--- config.mk ---
export PLATFORM = sky130hd
export DESIGN_NAME = adcseq_top
export DESIGN_NICKNAME = d
export VERILOG_FILES = /design/src/shared/adcseq_pkg.sv /design/src/adcseq_top.sv
export SDC_FILE = /design/constraint.sdc
export NUM_CORES = 1
export LEC_CHECK = 0
export BUFFER_PORTS_ARGS = -buffer_cell sky130_fd_sc_hd__buf_2
export CORE_ASPECT_RATIO = 1.75
export CORE_MARGIN = 5
export CORE_UTILIZATION = 40
export CTS_BUF_LIST = sky130_fd_sc_hd__clkbuf_4
export DETAILED_ROUTE_END_ITERATION = 16
export PLACE_DENSITY = 0.59
export SLEW_MARGIN = 20
export SYNTH_ARGS = -nofsm -noshare
export SYNTH_HDL_FRONTEND = slang
export SYNTH_SLANG_ARGS = --single-unit
--- constraint.sdc ---
create_clock -name CLK_SYS -period 2.7 [get_ports CLK_SYS]
set_input_delay 0.135 -clock CLK_SYS [delete_from_list [all_inputs] [get_ports CLK_SYS]]
set_output_delay 0.135 -clock CLK_SYS [all_outputs]
set_load 0.02 [all_outputs]
--- src/shared/adcseq_pkg.sv ---
// Package for the arbitrary-channel converter sequencer
package adcseq_pkg;

    // Register byte offsets
    localparam logic [7:0] OFS_COMMON_RESULT = 8'h00;
    localparam logic [7:0] OFS_CONFIG        = 8'h04;
    localparam logic [7:0] OFS_CONTROL       = 8'h08;
    localparam logic [7:0] OFS_COMPARE       = 8'h10;
    localparam logic [7:0] OFS_STATUS        = 8'h14;
    localparam logic [7:0] OFS_CHAN_FIRST    = 8'h18;
    localparam logic [7:0] OFS_CHAN_LAST     = 8'h38;
    localparam logic [7:0] OFS_SLOT_LO       = 8'h5C;
    localparam logic [7:0] OFS_SLOT_HI       = 8'h60;
    localparam logic [7:0] OFS_ANY_CFG       = 8'h64;

    // Config register fields
    localparam int CFG_POWER_BIT   = 0;
    localparam int CFG_WIN_BIT     = 1;
    localparam int CFG_PREH_LSB    = 4;
    localparam int CFG_RES_LSB     = 7;
    localparam int CFG_PREL_BIT    = 14;
    // Control register fields
    localparam int CTL_IRQ_EN_BIT  = 1;
    localparam int CTL_WIN_IE_BIT  = 2;
    localparam int CTL_TRG_EN_BIT  = 3;
    localparam int CTL_TRGSEL_LSB  = 4;
    localparam int CTL_RUN_BIT     = 8;
    localparam int CTL_MODE_LSB    = 9;
    localparam int CTL_ALIGN_BIT   = 11;
    localparam int CTL_CMPCH_LSB   = 12;
    localparam int CTL_SHIFT_LSB   = 19;
    localparam int CTL_EDGE_LSB    = 24;
    // Status fields
    localparam int STA_EOC_BIT     = 0;
    localparam int STA_WIN_BIT     = 1;
    localparam int STA_BUSY_BIT    = 2;
    localparam int STA_POWER_BIT   = 3;
    // Any-channel config fields
    localparam int ANY_MDEN_BIT    = 0;
    localparam int ANY_NUM_LSB     = 4;
    // Common result fields
    localparam int RES_VALID_BIT   = 21;
    localparam int RES_OVR_BIT     = 20;
    localparam int RES_CH_LSB      = 16;

    localparam logic [31:0] RESET_WORD = 32'h0000_0000;

    // Scan modes
    localparam logic [1:0] MODE_SINGLE = 2'h0;
    localparam logic [1:0] MODE_ONCE   = 2'h1;
    localparam logic [1:0] MODE_CONT   = 2'h2;

    // Timing
    localparam int POWERUP_NS     = 200;
    localparam int CLK_PERIOD_NS  = 4;
    localparam int POWERUP_CYC    =
        (POWERUP_NS + CLK_PERIOD_NS - 1) / CLK_PERIOD_NS;
    localparam int PRE_OFFSET     = 2;
    localparam int CONV_CYC_BASE  = 13;

    typedef enum logic [4:0] {
        ADCSQ_OFF    = 5'b00001,
        ADCSQ_WAKE   = 5'b00010,
        ADCSQ_IDLE   = 5'b00100,
        ADCSQ_DELAY  = 5'b01000,
        ADCSQ_CONV   = 5'b10000
    } adcsq_state_t;

    // Active sequence settings, latched at safe boundaries
    typedef struct packed {
        logic [1:0]  mode;
        logic [3:0]  count;
        logic [35:0] slots;
    } adcsq_seq_t;

endpackage : adcseq_pkg

--- src/adcseq_top.sv ---
// Arbitrary-channel converter sequencer with Wishbone register slave
//
// The Wishbone interface to the registers and the placing of the registers were chosen for this implementation.
`timescale 1ns/10ps

// Contract
// - First setting of power enable wakes converter from power-down.
// - Run starts converting only after the about 200ns power-up delay.
// - Clearing run stops activity; clearing enable returns to power-down.
// - Single mode converts once, on the first slot's channel only.
// - Run is set by software, external trigger or timer overflow.
// - Each result goes to common result and to its channel's register.
// - Each conversion sets end flag; interrupt raised when enabled.
// - Single mode: run reads 1 during conversion, cleared after sampling.
// - Sequence register writes mid-conversion apply after current set.
// - Scan converts slots 0 upward up to slot count; repeats allowed.
// - Each scanned slot's result stored; end flag set per channel.
// - One-cycle scan clears run after last slot, then idles.
// - Continuous scan repeats; after run cleared, current conversion finishes.
// - Continuous scan applies new slot count and selects at next scan start; mode is kept.
// - Resolution selectable up to 12 bits; eight external, one internal.
// - Triggered start waits a programmable delay; several sources.
// - Window comparator flags results meeting threshold condition.
// - Each of nine channels enabled through slot count and selects.
// - Result valid set on completion; overrun if unread; read clears.
// - Converter clock divide factor is prescaler field plus two.
module adcseq_top #(
    parameter int DATA_W = 12
) (
    input  wire logic        CLK_SYS,
    input  wire logic        RST_N,
    input  wire logic        WB_CYC_I,
    input  wire logic        WB_STB_I,
    input  wire logic        WB_WE_I,
    input  wire logic [7:0]  WB_ADR_I,
    input  wire logic [3:0]  WB_SEL_I,
    input  wire logic [31:0] WB_DAT_I,
    output logic      [31:0] WB_DAT_O,
    output logic             WB_ACK_O,
    input  wire logic [3:0]  TRIG_IN,
    input  wire logic        TIMER_OVF,
    input  wire logic [11:0] ANALOG_RESULT,
    output logic             CONVERTER_POWER_ON,
    output logic             SAMPLE_START,
    output logic      [3:0]  SAMPLE_CHANNEL,
    output logic             IRQ
);
    if (DATA_W != 12) begin : g_width_check
        $error("DATA_W must be 12");
    end

    logic [31:0] converter_config;
    logic [31:0] converter_control;
    logic [31:0] compare_limits;
    logic [31:0] slot_select_reg_lo;
    logic [31:0] slot_select_reg_hi;
    logic [31:0] any_cfg;
    logic [21:0] common_result;
    logic [DATA_W-1:0] per_channel_result [0:8];
    logic        end_of_conversion_flag;
    logic        window_flag;
    logic        woken;
    adcseq_pkg::adcsq_state_t state;
    adcseq_pkg::adcsq_seq_t   active;
    logic [3:0]  slot_idx;
    logic [7:0]  wait_cnt;
    logic [4:0]  div_cnt;
    logic [4:0]  conv_cnt;
    logic [3:0]  trig_s1, trig_s2, trig_s3;
    logic        tmr_s1, tmr_s2;
    logic        wb_ack_q;

    // Bus decode
    wire wb_req    = WB_CYC_I & WB_STB_I & ~wb_ack_q;
    wire wb_wr     = wb_req & WB_WE_I & (WB_SEL_I == 4'hF);
    wire wb_rd     = wb_req & ~WB_WE_I;
    wire wr_config = wb_wr & (WB_ADR_I == adcseq_pkg::OFS_CONFIG);
    wire wr_ctrl   = wb_wr & (WB_ADR_I == adcseq_pkg::OFS_CONTROL);
    wire wr_cmp    = wb_wr & (WB_ADR_I == adcseq_pkg::OFS_COMPARE);
    wire wr_status = wb_wr & (WB_ADR_I == adcseq_pkg::OFS_STATUS);
    wire wr_slo    = wb_wr & (WB_ADR_I == adcseq_pkg::OFS_SLOT_LO);
    wire wr_shi    = wb_wr & (WB_ADR_I == adcseq_pkg::OFS_SLOT_HI);
    wire wr_any    = wb_wr & (WB_ADR_I == adcseq_pkg::OFS_ANY_CFG);
    wire rd_result = wb_rd & (WB_ADR_I == adcseq_pkg::OFS_COMMON_RESULT);
    wire in_chan   = (WB_ADR_I >= adcseq_pkg::OFS_CHAN_FIRST) &
                     (WB_ADR_I <= adcseq_pkg::OFS_CHAN_LAST) &
                     (WB_ADR_I[1:0] == 2'h0);
    wire [7:0] chan_ofs = WB_ADR_I - adcseq_pkg::OFS_CHAN_FIRST;
    wire [3:0] chan_rd  = chan_ofs[5:2];

    wire converter_power_enable = converter_config[adcseq_pkg::CFG_POWER_BIT];
    wire conversion_run = converter_control[adcseq_pkg::CTL_RUN_BIT];
    wire end_of_conversion_irq_enable =
        converter_control[adcseq_pkg::CTL_IRQ_EN_BIT];
    wire any_channel_mode_enable = any_cfg[adcseq_pkg::ANY_MDEN_BIT];

    // Divider from prescaler field, factor is field plus two
    wire [3:0] clock_divider_setting =
        {converter_config[adcseq_pkg::CFG_PREH_LSB +: 3],
         converter_config[adcseq_pkg::CFG_PREL_BIT]};
    wire [4:0] div_top = 5'(clock_divider_setting) +
                         5'(adcseq_pkg::PRE_OFFSET - 1);
    wire adc_tick = (div_cnt == div_top);

    // Trigger sources, synchronised, edge selected
    wire [1:0] trg_sel  = converter_control[adcseq_pkg::CTL_TRGSEL_LSB +: 2];
    wire [1:0] trg_edge = converter_control[adcseq_pkg::CTL_EDGE_LSB +: 2];
    wire trg_now  = trig_s2[trg_sel];
    wire trg_prev = trig_s3[trg_sel];
    wire trg_rise = trg_now & ~trg_prev;
    wire trg_fall = ~trg_now & trg_prev;
    wire trg_hit  = converter_control[adcseq_pkg::CTL_TRG_EN_BIT] &
                    ((trg_edge == 2'h0 & (trg_rise | trg_fall)) |
                     (trg_edge == 2'h1 & trg_fall) |
                     (trg_edge == 2'h2 & trg_rise));
    wire hw_start = trg_hit | (tmr_s2 & any_channel_mode_enable);
    wire [7:0] trg_delay =
        8'(converter_control[adcseq_pkg::CTL_SHIFT_LSB +: 3]) << 2;

    // Sequence slot decode
    wire [3:0] slot_chan  = active.slots[slot_idx*4 +: 4];
    wire [3:0] last_slot  = (active.mode == adcseq_pkg::MODE_SINGLE) ?
                            4'h0 : active.count;
    wire       last_done  = (slot_idx >= last_slot) | (slot_idx == 4'h8);
    wire [3:0] res_bits   = 4'(12) -
        4'(converter_config[adcseq_pkg::CFG_RES_LSB +: 3]);
    wire [11:0] res_mask  = 12'hFFF << (4'd12 - res_bits);
    wire [11:0] sample    = ANALOG_RESULT & res_mask;
    wire [15:0] aligned   = converter_control[adcseq_pkg::CTL_ALIGN_BIT] ?
                            {sample, 4'h0} : {4'h0, sample};
    wire conv_done = (state == adcseq_pkg::ADCSQ_CONV) & adc_tick &
                     (conv_cnt == 5'(adcseq_pkg::CONV_CYC_BASE - 1));
    wire seq_latch = (active.mode == adcseq_pkg::MODE_CONT) & last_done;

    // Window comparison on the chosen channel
    wire [11:0] cmp_lo = compare_limits[11:0];
    wire [11:0] cmp_hi = compare_limits[27:16];
    wire win_hit = (cmp_hi >= cmp_lo) ?
                   (sample >= cmp_hi | sample < cmp_lo) :
                   (sample == cmp_hi | (sample > cmp_hi & sample < cmp_lo));
    wire win_ev = conv_done & converter_config[adcseq_pkg::CFG_WIN_BIT] &
        (slot_chan == converter_control[adcseq_pkg::CTL_CMPCH_LSB +: 4]) &
        win_hit;

    wire auto_clear = conv_done & last_done &
                      (active.mode != adcseq_pkg::MODE_CONT);
    wire run_set = hw_start & (state == adcseq_pkg::ADCSQ_IDLE);

    wire [31:0] status_word = {28'h0, woken, (state ==
        adcseq_pkg::ADCSQ_CONV), window_flag, end_of_conversion_flag};
    wire [31:0] rd_mux =
        (WB_ADR_I == adcseq_pkg::OFS_COMMON_RESULT) ? 32'(common_result) :
        (WB_ADR_I == adcseq_pkg::OFS_CONFIG)  ? converter_config :
        (WB_ADR_I == adcseq_pkg::OFS_CONTROL) ? converter_control :
        (WB_ADR_I == adcseq_pkg::OFS_COMPARE) ? compare_limits :
        (WB_ADR_I == adcseq_pkg::OFS_STATUS)  ? status_word :
        (WB_ADR_I == adcseq_pkg::OFS_SLOT_LO) ? slot_select_reg_lo :
        (WB_ADR_I == adcseq_pkg::OFS_SLOT_HI) ? slot_select_reg_hi :
        (WB_ADR_I == adcseq_pkg::OFS_ANY_CFG) ? any_cfg :
        in_chan ? 32'(per_channel_result[chan_rd]) : 32'h0000_0000;

    // Synchronisers for pins; first stage read only by second
    always_ff @(posedge CLK_SYS) begin
        trig_s1 <= TRIG_IN;
        trig_s2 <= trig_s1;
        trig_s3 <= trig_s2;
        tmr_s1  <= TIMER_OVF;
        tmr_s2  <= tmr_s1;
    end

    // Wishbone answer, one cycle after request
    always_ff @(posedge CLK_SYS) begin
        if (!RST_N) begin
            wb_ack_q <= 1'b0;
            WB_ACK_O <= 1'b0;
            WB_DAT_O <= adcseq_pkg::RESET_WORD;
        end else begin
            wb_ack_q <= wb_req;
            WB_ACK_O <= wb_req;
            WB_DAT_O <= wb_req ? rd_mux : 32'h0000_0000;
        end
    end

    // Software registers
    always_ff @(posedge CLK_SYS) begin
        if (!RST_N) begin
            converter_config   <= adcseq_pkg::RESET_WORD;
            compare_limits     <= adcseq_pkg::RESET_WORD;
            slot_select_reg_lo <= adcseq_pkg::RESET_WORD;
            slot_select_reg_hi <= adcseq_pkg::RESET_WORD;
            any_cfg            <= adcseq_pkg::RESET_WORD;
        end else begin
            if (wr_config) converter_config <= WB_DAT_I & 32'h0000_7FFB;
            if (wr_cmp) compare_limits <= WB_DAT_I & 32'h0FFF_0FFF;
            // Shadow copies only; live set latched at boundaries
            if (wr_slo) slot_select_reg_lo <= WB_DAT_I;
            if (wr_shi) slot_select_reg_hi <= WB_DAT_I & 32'h0000_000F;
            if (wr_any) any_cfg <= WB_DAT_I & 32'h0000_00F7;
        end
    end

    // Control register; hardware clear of run loses to software set
    always_ff @(posedge CLK_SYS) begin
        if (!RST_N) begin
            converter_control <= adcseq_pkg::RESET_WORD;
        end else if (wr_ctrl) begin
            converter_control <= WB_DAT_I & 32'h03F8_FFFE;
        end else if (!converter_power_enable) begin
            converter_control[adcseq_pkg::CTL_RUN_BIT] <= 1'b0;
        end else if (run_set) begin
            converter_control[adcseq_pkg::CTL_RUN_BIT] <= 1'b1;
        end else if (auto_clear) begin
            converter_control[adcseq_pkg::CTL_RUN_BIT] <= 1'b0;
        end
    end

    // Status flags: set wins over write-one clear
    always_ff @(posedge CLK_SYS) begin
        if (!RST_N) begin
            end_of_conversion_flag <= 1'b0;
            window_flag            <= 1'b0;
            IRQ                    <= 1'b0;
        end else begin
            end_of_conversion_flag <= conv_done | (end_of_conversion_flag &
                ~(wr_status & WB_DAT_I[adcseq_pkg::STA_EOC_BIT]));
            window_flag <= win_ev | (window_flag &
                ~(wr_status & WB_DAT_I[adcseq_pkg::STA_WIN_BIT]));
            IRQ <= (end_of_conversion_flag & end_of_conversion_irq_enable) |
                   (window_flag &
                    converter_control[adcseq_pkg::CTL_WIN_IE_BIT]);
        end
    end

    // Result storage
    always_ff @(posedge CLK_SYS) begin
        if (!RST_N) begin
            common_result <= 22'h00_0000;
            for (int i = 0; i < 9; i++) per_channel_result[i] <= 12'h000;
        end else if (conv_done) begin
            common_result <= {1'b1,
                common_result[adcseq_pkg::RES_VALID_BIT], slot_chan,
                aligned};
            if (slot_chan <= 4'h8)
                per_channel_result[slot_chan] <= sample;
        end else if (rd_result) begin
            common_result[21:20] <= 2'h0;
        end
    end

    // Converter clock divider
    always_ff @(posedge CLK_SYS) begin
        if (!RST_N || state != adcseq_pkg::ADCSQ_CONV || adc_tick)
            div_cnt <= 5'h00;
        else
            div_cnt <= div_cnt + 5'h01;
    end

    // Sequencer
    always_ff @(posedge CLK_SYS) begin
        if (!RST_N) begin
            state    <= adcseq_pkg::ADCSQ_OFF;
            woken    <= 1'b0;
            active   <= '0;
            slot_idx <= 4'h0;
            wait_cnt <= 8'h00;
            conv_cnt <= 5'h00;
        end else if (!converter_power_enable) begin
            state    <= adcseq_pkg::ADCSQ_OFF;
            woken    <= 1'b0;
        end else begin
            case (state)
                adcseq_pkg::ADCSQ_OFF: begin
                    state    <= adcseq_pkg::ADCSQ_WAKE;
                    wait_cnt <= 8'h00;
                end
                adcseq_pkg::ADCSQ_WAKE: begin
                    wait_cnt <= wait_cnt + 8'h01;
                    if (wait_cnt == 8'(adcseq_pkg::POWERUP_CYC - 1)) begin
                        state <= adcseq_pkg::ADCSQ_IDLE;
                        woken <= 1'b1;
                    end
                end
                adcseq_pkg::ADCSQ_IDLE: begin
                    // Latch sequence at start; later writes wait
                    active <= '{mode:  converter_control[
                                         adcseq_pkg::CTL_MODE_LSB +: 2],
                                count: any_cfg[adcseq_pkg::ANY_NUM_LSB +: 4],
                                slots: {slot_select_reg_hi[3:0],
                                        slot_select_reg_lo}};
                    slot_idx <= 4'h0;
                    wait_cnt <= run_set ? trg_delay :
                                conversion_run ? wait_cnt : 8'h00;
                    if (conversion_run & ~wr_ctrl)
                        state <= adcseq_pkg::ADCSQ_DELAY;
                end
                adcseq_pkg::ADCSQ_DELAY: begin
                    if (!conversion_run) begin
                        state <= adcseq_pkg::ADCSQ_IDLE;
                    end else if (wait_cnt == 8'h00) begin
                        state    <= adcseq_pkg::ADCSQ_CONV;
                        conv_cnt <= 5'h00;
                    end else begin
                        wait_cnt <= wait_cnt - 8'h01;
                    end
                end
                adcseq_pkg::ADCSQ_CONV: begin
                    if (adc_tick) conv_cnt <= conv_cnt + 5'h01;
                    if (conv_done) begin
                        conv_cnt <= 5'h00;
                        if (last_done) begin
                            slot_idx <= 4'h0;
                            if (seq_latch && conversion_run) begin
                                // New settings take hold here
                                active.count <=
                                    any_cfg[adcseq_pkg::ANY_NUM_LSB +: 4];
                                active.slots <= {slot_select_reg_hi[3:0],
                                                 slot_select_reg_lo};
                            end else begin
                                state <= adcseq_pkg::ADCSQ_IDLE;
                            end
                        end else if (conversion_run) begin
                            slot_idx <= slot_idx + 4'h1;
                        end else begin
                            state <= adcseq_pkg::ADCSQ_IDLE;
                        end
                    end
                end
                default: state <= adcseq_pkg::ADCSQ_OFF;
            endcase
        end
    end

    // Analog front-end controls
    always_ff @(posedge CLK_SYS) begin
        if (!RST_N) begin
            CONVERTER_POWER_ON <= 1'b0;
            SAMPLE_START       <= 1'b0;
            SAMPLE_CHANNEL     <= 4'h0;
        end else begin
            CONVERTER_POWER_ON <= converter_power_enable;
            SAMPLE_START   <= (state == adcseq_pkg::ADCSQ_CONV) &
                              adc_tick & (conv_cnt == 5'h00);
            SAMPLE_CHANNEL <= slot_chan;
        end
    end

    a_eoc_on_done: assert property (@(posedge CLK_SYS) disable iff (!RST_N)
        conv_done |=> end_of_conversion_flag)
        else $error("end flag not set after conversion");

    a_eoc_sticky: assert property (@(posedge CLK_SYS) disable iff (!RST_N)
        end_of_conversion_flag && !wr_status |=> end_of_conversion_flag)
        else $error("end flag dropped without clear");

    a_irq_follow: assert property (@(posedge CLK_SYS) disable iff (!RST_N)
        end_of_conversion_flag && end_of_conversion_irq_enable |=> IRQ)
        else $error("interrupt missing");

    a_run_autoclr: assert property (@(posedge CLK_SYS) disable iff (!RST_N)
        auto_clear && !wr_ctrl && !run_set |=> !conversion_run)
        else $error("run not cleared after last slot");

    a_power_off: assert property (@(posedge CLK_SYS) disable iff (!RST_N)
        !converter_power_enable |=> state == adcseq_pkg::ADCSQ_OFF)
        else $error("not powered down");

    a_wake_delay: assert property (@(posedge CLK_SYS) disable iff (!RST_N)
        $rose(state == adcseq_pkg::ADCSQ_WAKE) |->
        (state == adcseq_pkg::ADCSQ_WAKE || !converter_power_enable)[*8])
        else $error("power-up delay too short");

    a_valid_set: assert property (@(posedge CLK_SYS) disable iff (!RST_N)
        conv_done |=> common_result[adcseq_pkg::RES_VALID_BIT])
        else $error("valid not set");

    a_single_one: assert property (@(posedge CLK_SYS) disable iff (!RST_N)
        conv_done && active.mode == adcseq_pkg::MODE_SINGLE |->
        slot_idx == 4'h0)
        else $error("single mode used other slot");

    a_chan_store: assert property (@(posedge CLK_SYS) disable iff (!RST_N)
        conv_done && slot_chan == 4'h1 |=>
        per_channel_result[1] == $past(sample))
        else $error("channel result not stored");

    a_trig_delay: assert property (@(posedge CLK_SYS)
        disable iff (!RST_N) run_set && trg_delay != 8'h00 |=> ##1
        (state != adcseq_pkg::ADCSQ_DELAY || wait_cnt != 8'h00))
        else $error("trigger delay lost");

endmodule : adcseq_top

==> reports/results.txt, run 1 <==
slowest CP cell - mux4_2
Worst Reg2Reg Path Length in Cells - 8
via count - 16319
f_max - 377 MHz
Layout Area Growth over Synthesis - 23.3%
Seq/Total Area, Yosys - 55.0%
core area - 0.0486 mm^2
Mapped Avg Cell Area - 10.3 um^2
wire per inst - 22.0 um
CP max FO - 8
GRT Overall Usage - 24.4%
Post-synth EDFFs - 192
DRT antenna net count - 0
FF-to-FF Start - slot_idx[0]
vias per cell - 5.42
Tightest Hold Check Type - in -> reg
cell depth of the worst setup path - 8
number of global-route vias before repair - 16672
Final Setup Violations - 0
Die W - 177 um
Cell Chain, Critical Path - mux4_2 > mux2i_1 > nor2_1 > a21oi_2 > and3_1 > nand3_1 > nand2_2 > buf_4
Congestion Overflow GR - 0
Setup crit end kind - register
Worst path top cell family by delay - simple AND/OR/NAND/NOR gates
r2r setup slk - 0.05 ns
Critical R2R Capture - per_channel_result[8][1]
CP max stage delay - 0.53 ns
commonest cells in the netlist - nand2_1 (319), dfxtp_1 (251), nor2_1 (200)
clock root buffer - clkbuf_4
max_cap viols - 0
htree depth - 3
Die H - 303 um
first-pass GRT wire length - 98.0 mm
RD Place Congestion - 1.01
Routed WL - 66.3 mm
Clock Tree Buf Depth - 3
CTS tree - done
IO Count - 106
Worst Path Buf+Inv - 1
ys flop type - dfxtp_1
# port buffers - 105
Synth top area share - 29.4%
arrival time worst endpoint - 3.16 ns
top post-synthesis cells by area - edfxtp_1 (29%), dfxtp_1 (26%), mux4_2 (6.8%), nand2_1 (6.1%), a21oi_1 (4.3%)
clock skew - 0.0919 ns
worst rel slew slack - 49.3%
WP data required - 3.21 ns
CP Capture Point - per_channel_result[8][1]
Synth Warn # - 0
NumNets Final - 2396
initial antenna violation count - 2
pins over their slew limit - 0
Worst Setup SP - slot_idx[0]
Syn Inst Count - 1904
largest net degree at the start of global routing - 146
total die area - 0.0538 mm^2
critical path startpoint category - register
Leak - 9.02 nW
status - finished clean
share of cells above drive strength 1 - 22.1%
fin crit share - 98.2%
Synth area leader - edfxtp_1
Async S/R FF share, synth - 0%
DR iter-0 viols - 1327
Final Util - 49.8%
post-layout minimum cycle time - 2.65 ns
Clock Latency Late Sink - 0.84 ns
Worst Tran Pin Value - 0.760 ns
Mapped Area - 0.0196 mm^2
DP Cell Count - 2755
Power Density - 565 mW/mm^2
Clock Sinks - 443
synth unique cells - 78
Yosys reg bits - 443
CTS clk-pin slew, worst paths - 0.08 ns
Pre-Repair DR Iteration Count - 9
Rows - 107
drt drc - 0
Non-Filler Instances - 3013
Num CTS Buffers - 103
Starting Density - 40.4%
top-count cell post-synth - nand2_1
final hold violation count - 0
Post-DP HPWL - 49.0 mm
VDD IR max - 0.308 mV
Setup CP Type - reg -> reg
-- layer usage --
metal  global-route usage, %  up-vias  wire (um)  share of wire (%)
li1                        -     7578          -                  -
met1                    24.0     7967      22300                 34
met2                    45.4      574      35600                 54
met3                    3.86      200       2900                4.4
met4                    17.8        0       5470                8.3
met5                       0        -          0                  0
-- placed cells by master (no fill, tap or decap), drive strengths merged, types with 9 or more instances in the layout --
cell type	instances
a211oi	26
a21oi	169
a221oi	10
a222oi	13
a22oi	19
a31oi	10
and3	10
buf	245
clkbuf	148
clkinv	40
conb	84
dfxtp	251
dlygate4sd3	64
edfxtp	192
ha	54
inv	55
mux2i	36
mux4	59
nand2	319
nand2b	9
nand3	72
nand4	11
nor2	200
nor2b	9
nor3	20
o211ai	9
o21ai	94
or3	13
xnor2	10
-- report_power, final --
part	internal [mW]	switching [mW]	leakage, nW	total (mW)
Sequential	7.17	0.0565	3.88	7.23
Combinational	0.405	0.557	4.34	0.962
Clock	2.81	2.68	0.799	5.49
Total	10.4	3.30	9.02	13.7
-- final cells by class --
class                      count  area (um^2)
fill                        4512        24400
clock buffer                 147         1100
tap                          654          818
antenna                        2         5.00
clock inverter                40          244
sequential                   443        10800
inverter                      59          224
multi-input combinational   1357         8530
timing repair buffer         311         2490
-- state kept, by name, summed over array words and instances, names as in the netlist, 7 cells and up --
register	count
per_channel_result	192
converter_control	22
active	42
slot_select_reg_lo	32
wait_cnt	8
any_cfg	7
converter_config	14
compare_limits	24
WB_DAT_O	32
common_result	22
-- logic make-up (layout without fill, tap and decap cells) --
logic type | after synthesis | in the layout | synth area share, %
fa+ha+maj | 56 | 56 | 3.59
other cells | 1 | 86 | 0.0191
flops | 443 | 443 | 55.0
compound gates | 393 | 393 | 12.0
xor+xnor | 17 | 17 | 0.758
simple gates | 704 | 704 | 15.7
mux | 103 | 103 | 9.06
buf+inv | 187 | 557 | 3.89
-- metrics by stage --
step | area, um^2 | total power, mW | hold WS (ns) | setup WS [ns] | TNS (ns)
5_1_grt | 24200 | 14.2 | 0.0721 | -0.00964 | -0.0123
3_5_place_dp | 22100 | 8.26 | 0.239 | -0.287 | -3.15
3_3_place_gp | 22100 | 8.24 | 0.237 | -0.264 | -2.07
2_1_floorplan | 20000 | 7.83 | 0.163 | 0.00122 | 0
4_1_cts | 24100 | 13.8 | 0.000992 | 0.00477 | 0
6_report | 24200 | 13.7 | 0.0948 | 0.0485 | 0
-- repair_timing --
| item | 4_1_cts | 5_1_grt |
|---|---|---|
| setup endpoints to repair | 89 | 142 |
| hold buffers | 64 | 0 |
| setup buffers | 0 | 2 |
| pin swaps | 0 | 2 |
| endpoints found under the hold margin | 271 | 0 |
| gates cloned | 0 | 3 |
| gates resized for setup | 6 | 25 |
-- worst reg2reg max path: stages, from the launching register on --
cell and delay (ns):
dfxtp_2 0.47, mux4_2 0.54, mux2i_1 0.20, nor2_1 0.08, a21oi_2 0.25, and3_1 0.31, nand3_1 0.19, nand2_2 0.15
buf_4 0.17
-- how the worst min path moves through the flow --
| stage | from | to | cells past startpoint |
|---|---|---|---|
| 2_1_floorplan | TIMER_OVF | tmr_s1 | 0 |
| 3_3_place_gp | TRIG_IN[0] | trig_s1[0] | 1 |
| 3_5_place_dp | TRIG_IN[3] | trig_s1[3] | 1 |
| 4_1_cts | WB_ADR_I[7] | slot_select_reg_lo[1] | 7 |
| 5_1_grt | WB_ADR_I[3] | WB_DAT_O[0] | 5 |
| 6_report | WB_ADR_I[3] | WB_DAT_O[0] | 5 |
(Power assumes the default switching activity.)
==> run 2: changes to the inputs <==
--- a/config.mk
+++ b/config.mk
@@ -11,7 +11,9 @@
 export CORE_UTILIZATION = 40
 export CTS_BUF_LIST = sky130_fd_sc_hd__clkbuf_4
 export DETAILED_ROUTE_END_ITERATION = 16
-export PLACE_DENSITY = 0.59
+export MAX_ROUTING_LAYER = met4
+export PLACE_DENSITY = 0.58
+export SKIP_LAST_GASP = 1
 export SLEW_MARGIN = 20
 export SYNTH_ARGS = -nofsm -noshare
 export SYNTH_HDL_FRONTEND = slang
==> run 2 against run 1 <==
Sequential cell count stayed put. Worst hold slack worse by 0.023 ns. Cell area hardly changed. Highest routed layer unchanged. Total power is 0.26% higher.
==> reports/results.txt, run 2 (synthesis gave the netlist of run 1 again) <==
total die area - 0.0538 mm^2 (unchanged)
max reg flops - 192 (unchanged)
Seq pwr share - 52.7% (about the same)
initial antenna violation count - 3 (+1)
clock power share - 40.1% (about the same)
DRT antenna net count - 0 (unchanged)
pins over their slew limit - 0 (unchanged)
Num CTS Buffers - 104 (+0.97%)
largest net degree at the start of global routing - 146 (unchanged)
VDD IR max - 0.280 mV (-9.2%)
Starting Density - 40.4% (unchanged)
CP max FO - 12 (+4)
CP max stage delay - 0.54 ns (about the same)
Worst Setup SP - slot_idx[0]
post-layout minimum cycle time - 2.62 ns (-0.0300 ns)
NumNets Final - 2413 (+0.71%)
Setup CP Type - reg -> reg
critical path startpoint category - register
Final Util - 49.8% (about the same)
most frequent cells in the layout - nand2_1 (313), dfxtp_1 (248), nor2_1 (199), edfxtp_1 (192), a21oi_1 (168)
Rows - 107 (unchanged)
Clock Sinks - 443 (unchanged)
htree depth - 3 (unchanged)
commonest non-fill, non-tap cell in the layout - nand2_1
Final Setup Violations - 0 (unchanged)
RD Place Congestion - 0.992 (-1.4%)
Worst Tran Pin Value - 0.691 ns (-0.0689 ns)
HP Start - WB_ADR_I[3]
f_max - 381 MHz (+1.1%)
Clock Tree Buf Depth - 3 (unchanged)
Pre-Repair DR Iteration Count - 5 (-4)
CTS clk-pin slew, worst paths - 0.08 ns (about the same)
Leak - 9.06 nW (+0.48%)
FF-to-FF Start - slot_idx[0]
largest register by flop count - per_channel_result
# port buffers - 105 (unchanged)
CTS tree - done
status - finished clean
WP data required - 3.24 ns (+0.03 ns)
IO Count - 106 (unchanged)
top flop regs - per_channel_result: 192 flops, active: 42 flops
Die H - 303 um (unchanged)
Congestion Overflow GR - 0 (unchanged)
first-pass GRT wire length - 101 mm (+2.8%)
most used cell, CP - buf_4
Routed WL - 68.9 mm (+4.0%)
Layout Area Growth over Synthesis - 23.3% (about the same)
arrival time worst endpoint - 3.16 ns (about the same)
switching power - 3.41 mW (+3.4%)
number of global-route vias before repair - 16669 (-0.018%)
Power Density - 566 mW/mm^2 (+0.25%)
Comb pwr share - 7.2% (+0.2 points)
DR iter-0 viols - 1358 (+2.3%)
Tightest Hold Check Type - in -> reg
P_int - 10.3 mW (-0.74%)
GRT Overall Usage - 26.1% (+1.7 points)
via count - 16524 (+1.3%)
sw frac - 24.9% (+0.76 points)
wire per inst - 22.7 um (+3.1%)
RSZ-0062 raised after global routing - true
Setup crit end kind - register
share of cells above drive strength 1 - 22.4% (+0.21 points)
Cell Chain, Critical Path - buf_4 > mux4_2 > mux2i_4 > nor2_1 > a21oi_2 > buf_4 > nor3b_2 > buf_4 > nand2_1 > buf_4 > nor2_1
worst rel slew slack - 53.8% (+4.5 points)
final hold violation count - 0 (unchanged)
clock skew - 0.0886 ns (-0.00331 ns)
Post-DP Area - 0.0221 mm^2 (+0.27%)
post-route cell area - 0.0242 mm^2 (about the same)
clock root buffer - clkbuf_4
vias per cell - 5.44 (+0.42%)
Die W - 177 um (unchanged)
core area - 0.0486 mm^2 (unchanged)
Clock Latency Late Sink - 0.88 ns (+0.04 ns)
max_cap viols - 0 (unchanged)
slowest CP cell - mux4_2
drt drc - 0 (unchanged)
fin crit share - 97.1% (-1.1 points)
Post-DP HPWL - 50.6 mm (+3.4%)
==> run 2: cell types whose count changed in the layout (fill, tap and decap cells not counted), sizes merged, moves of 2 or more <==
cell         previous run  this run
dlygate4sd3            64        62
buf                   245       264
clkbuf                148       155
diode                   2         4
inv                    55        57
bufinv                  3         1
==> run 2: worst paths after layout <==
kind,to,slack [ns],depth (start not counted)
hold reg to reg,trig_s2[2],0.33,0
hold / removal,WB_DAT_O[0],0.07,5
setup reg to reg,per_channel_result[7][7],0.08,11
setup / recovery,per_channel_result[7][7],0.08,11
==> run 2: stage by stage <==
stage / power [mW] / cells / setup WS, ns / TNS [ns] / hold WS [ns]
after floorplan: 7.83 / 1987 / 0.00122 / 0 / 0.163
after global placement: 8.28 / 2775 / -0.0781 / -0.0781 / 0.238
after detailed placement: 8.29 / 2775 / -0.101 / -0.323 / 0.239
after CTS: 13.9 / 3031 / 0.0216 / 0 / 0.00286
after global routing: 14.2 / 3037 / -0.0200 / -0.0401 / 0.0668
final: 13.7 / 3038 / 0.0785 / 0 / 0.0723
==> run 2: critical path, delay by kind of cell (launching register included) <==
kind,cells,cell delay [ns]
simple gates,4,0.26
mux,2,0.70
buf+inv,4,0.66
compound gates,1,0.28
flops,1,0.38
==> run 2: per-layer routing <==
metal  wire (um)  share of wire, %  vias to the layer above  global-route usage [%]
met3        3900               5.7                      230                    4.29
li1            -                 -                     7618                       -
met1       22700                33                     7999                    25.2
met5           0                 0                        -                       -
met2       35900                52                      677                    45.8
met4        6360               9.2                        0                    20.5
==> run 2: what timing repair did <==
action / 4_1_cts / 5_1_grt
pin swaps: 0 / 2
endpoints found under the hold margin: 351 / 0
hold buffers: 62 / 0
gates resized for setup: 6 / 16
cloned: 0 / 1
buffers inserted: 0 / 2
setup endpoints to repair: 58 / 176
==> run 2: final cells by class <==
class	count	area, um^2
Inverter	59	224
Tap cell	654	818
Multi-Input combinational cell	1357	8500
Timing Repair Buffer	327	2510
Fill cell	4569	24400
Clock buffer	154	1160
Clock inverter	40	196
Sequential cell	443	10800
Antenna cell	4	10.0
==> run 2: power by group through the flow <==
stage,logic (mW),registers [mW],clock network (mW)
after floorplan,0.484,7.35,0
after global placement,0.901,7.38,0
after detailed placement,0.908,7.39,0
after CTS,0.981,7.23,5.66
after global routing,1.04,7.24,5.96
final,0.986,7.23,5.49
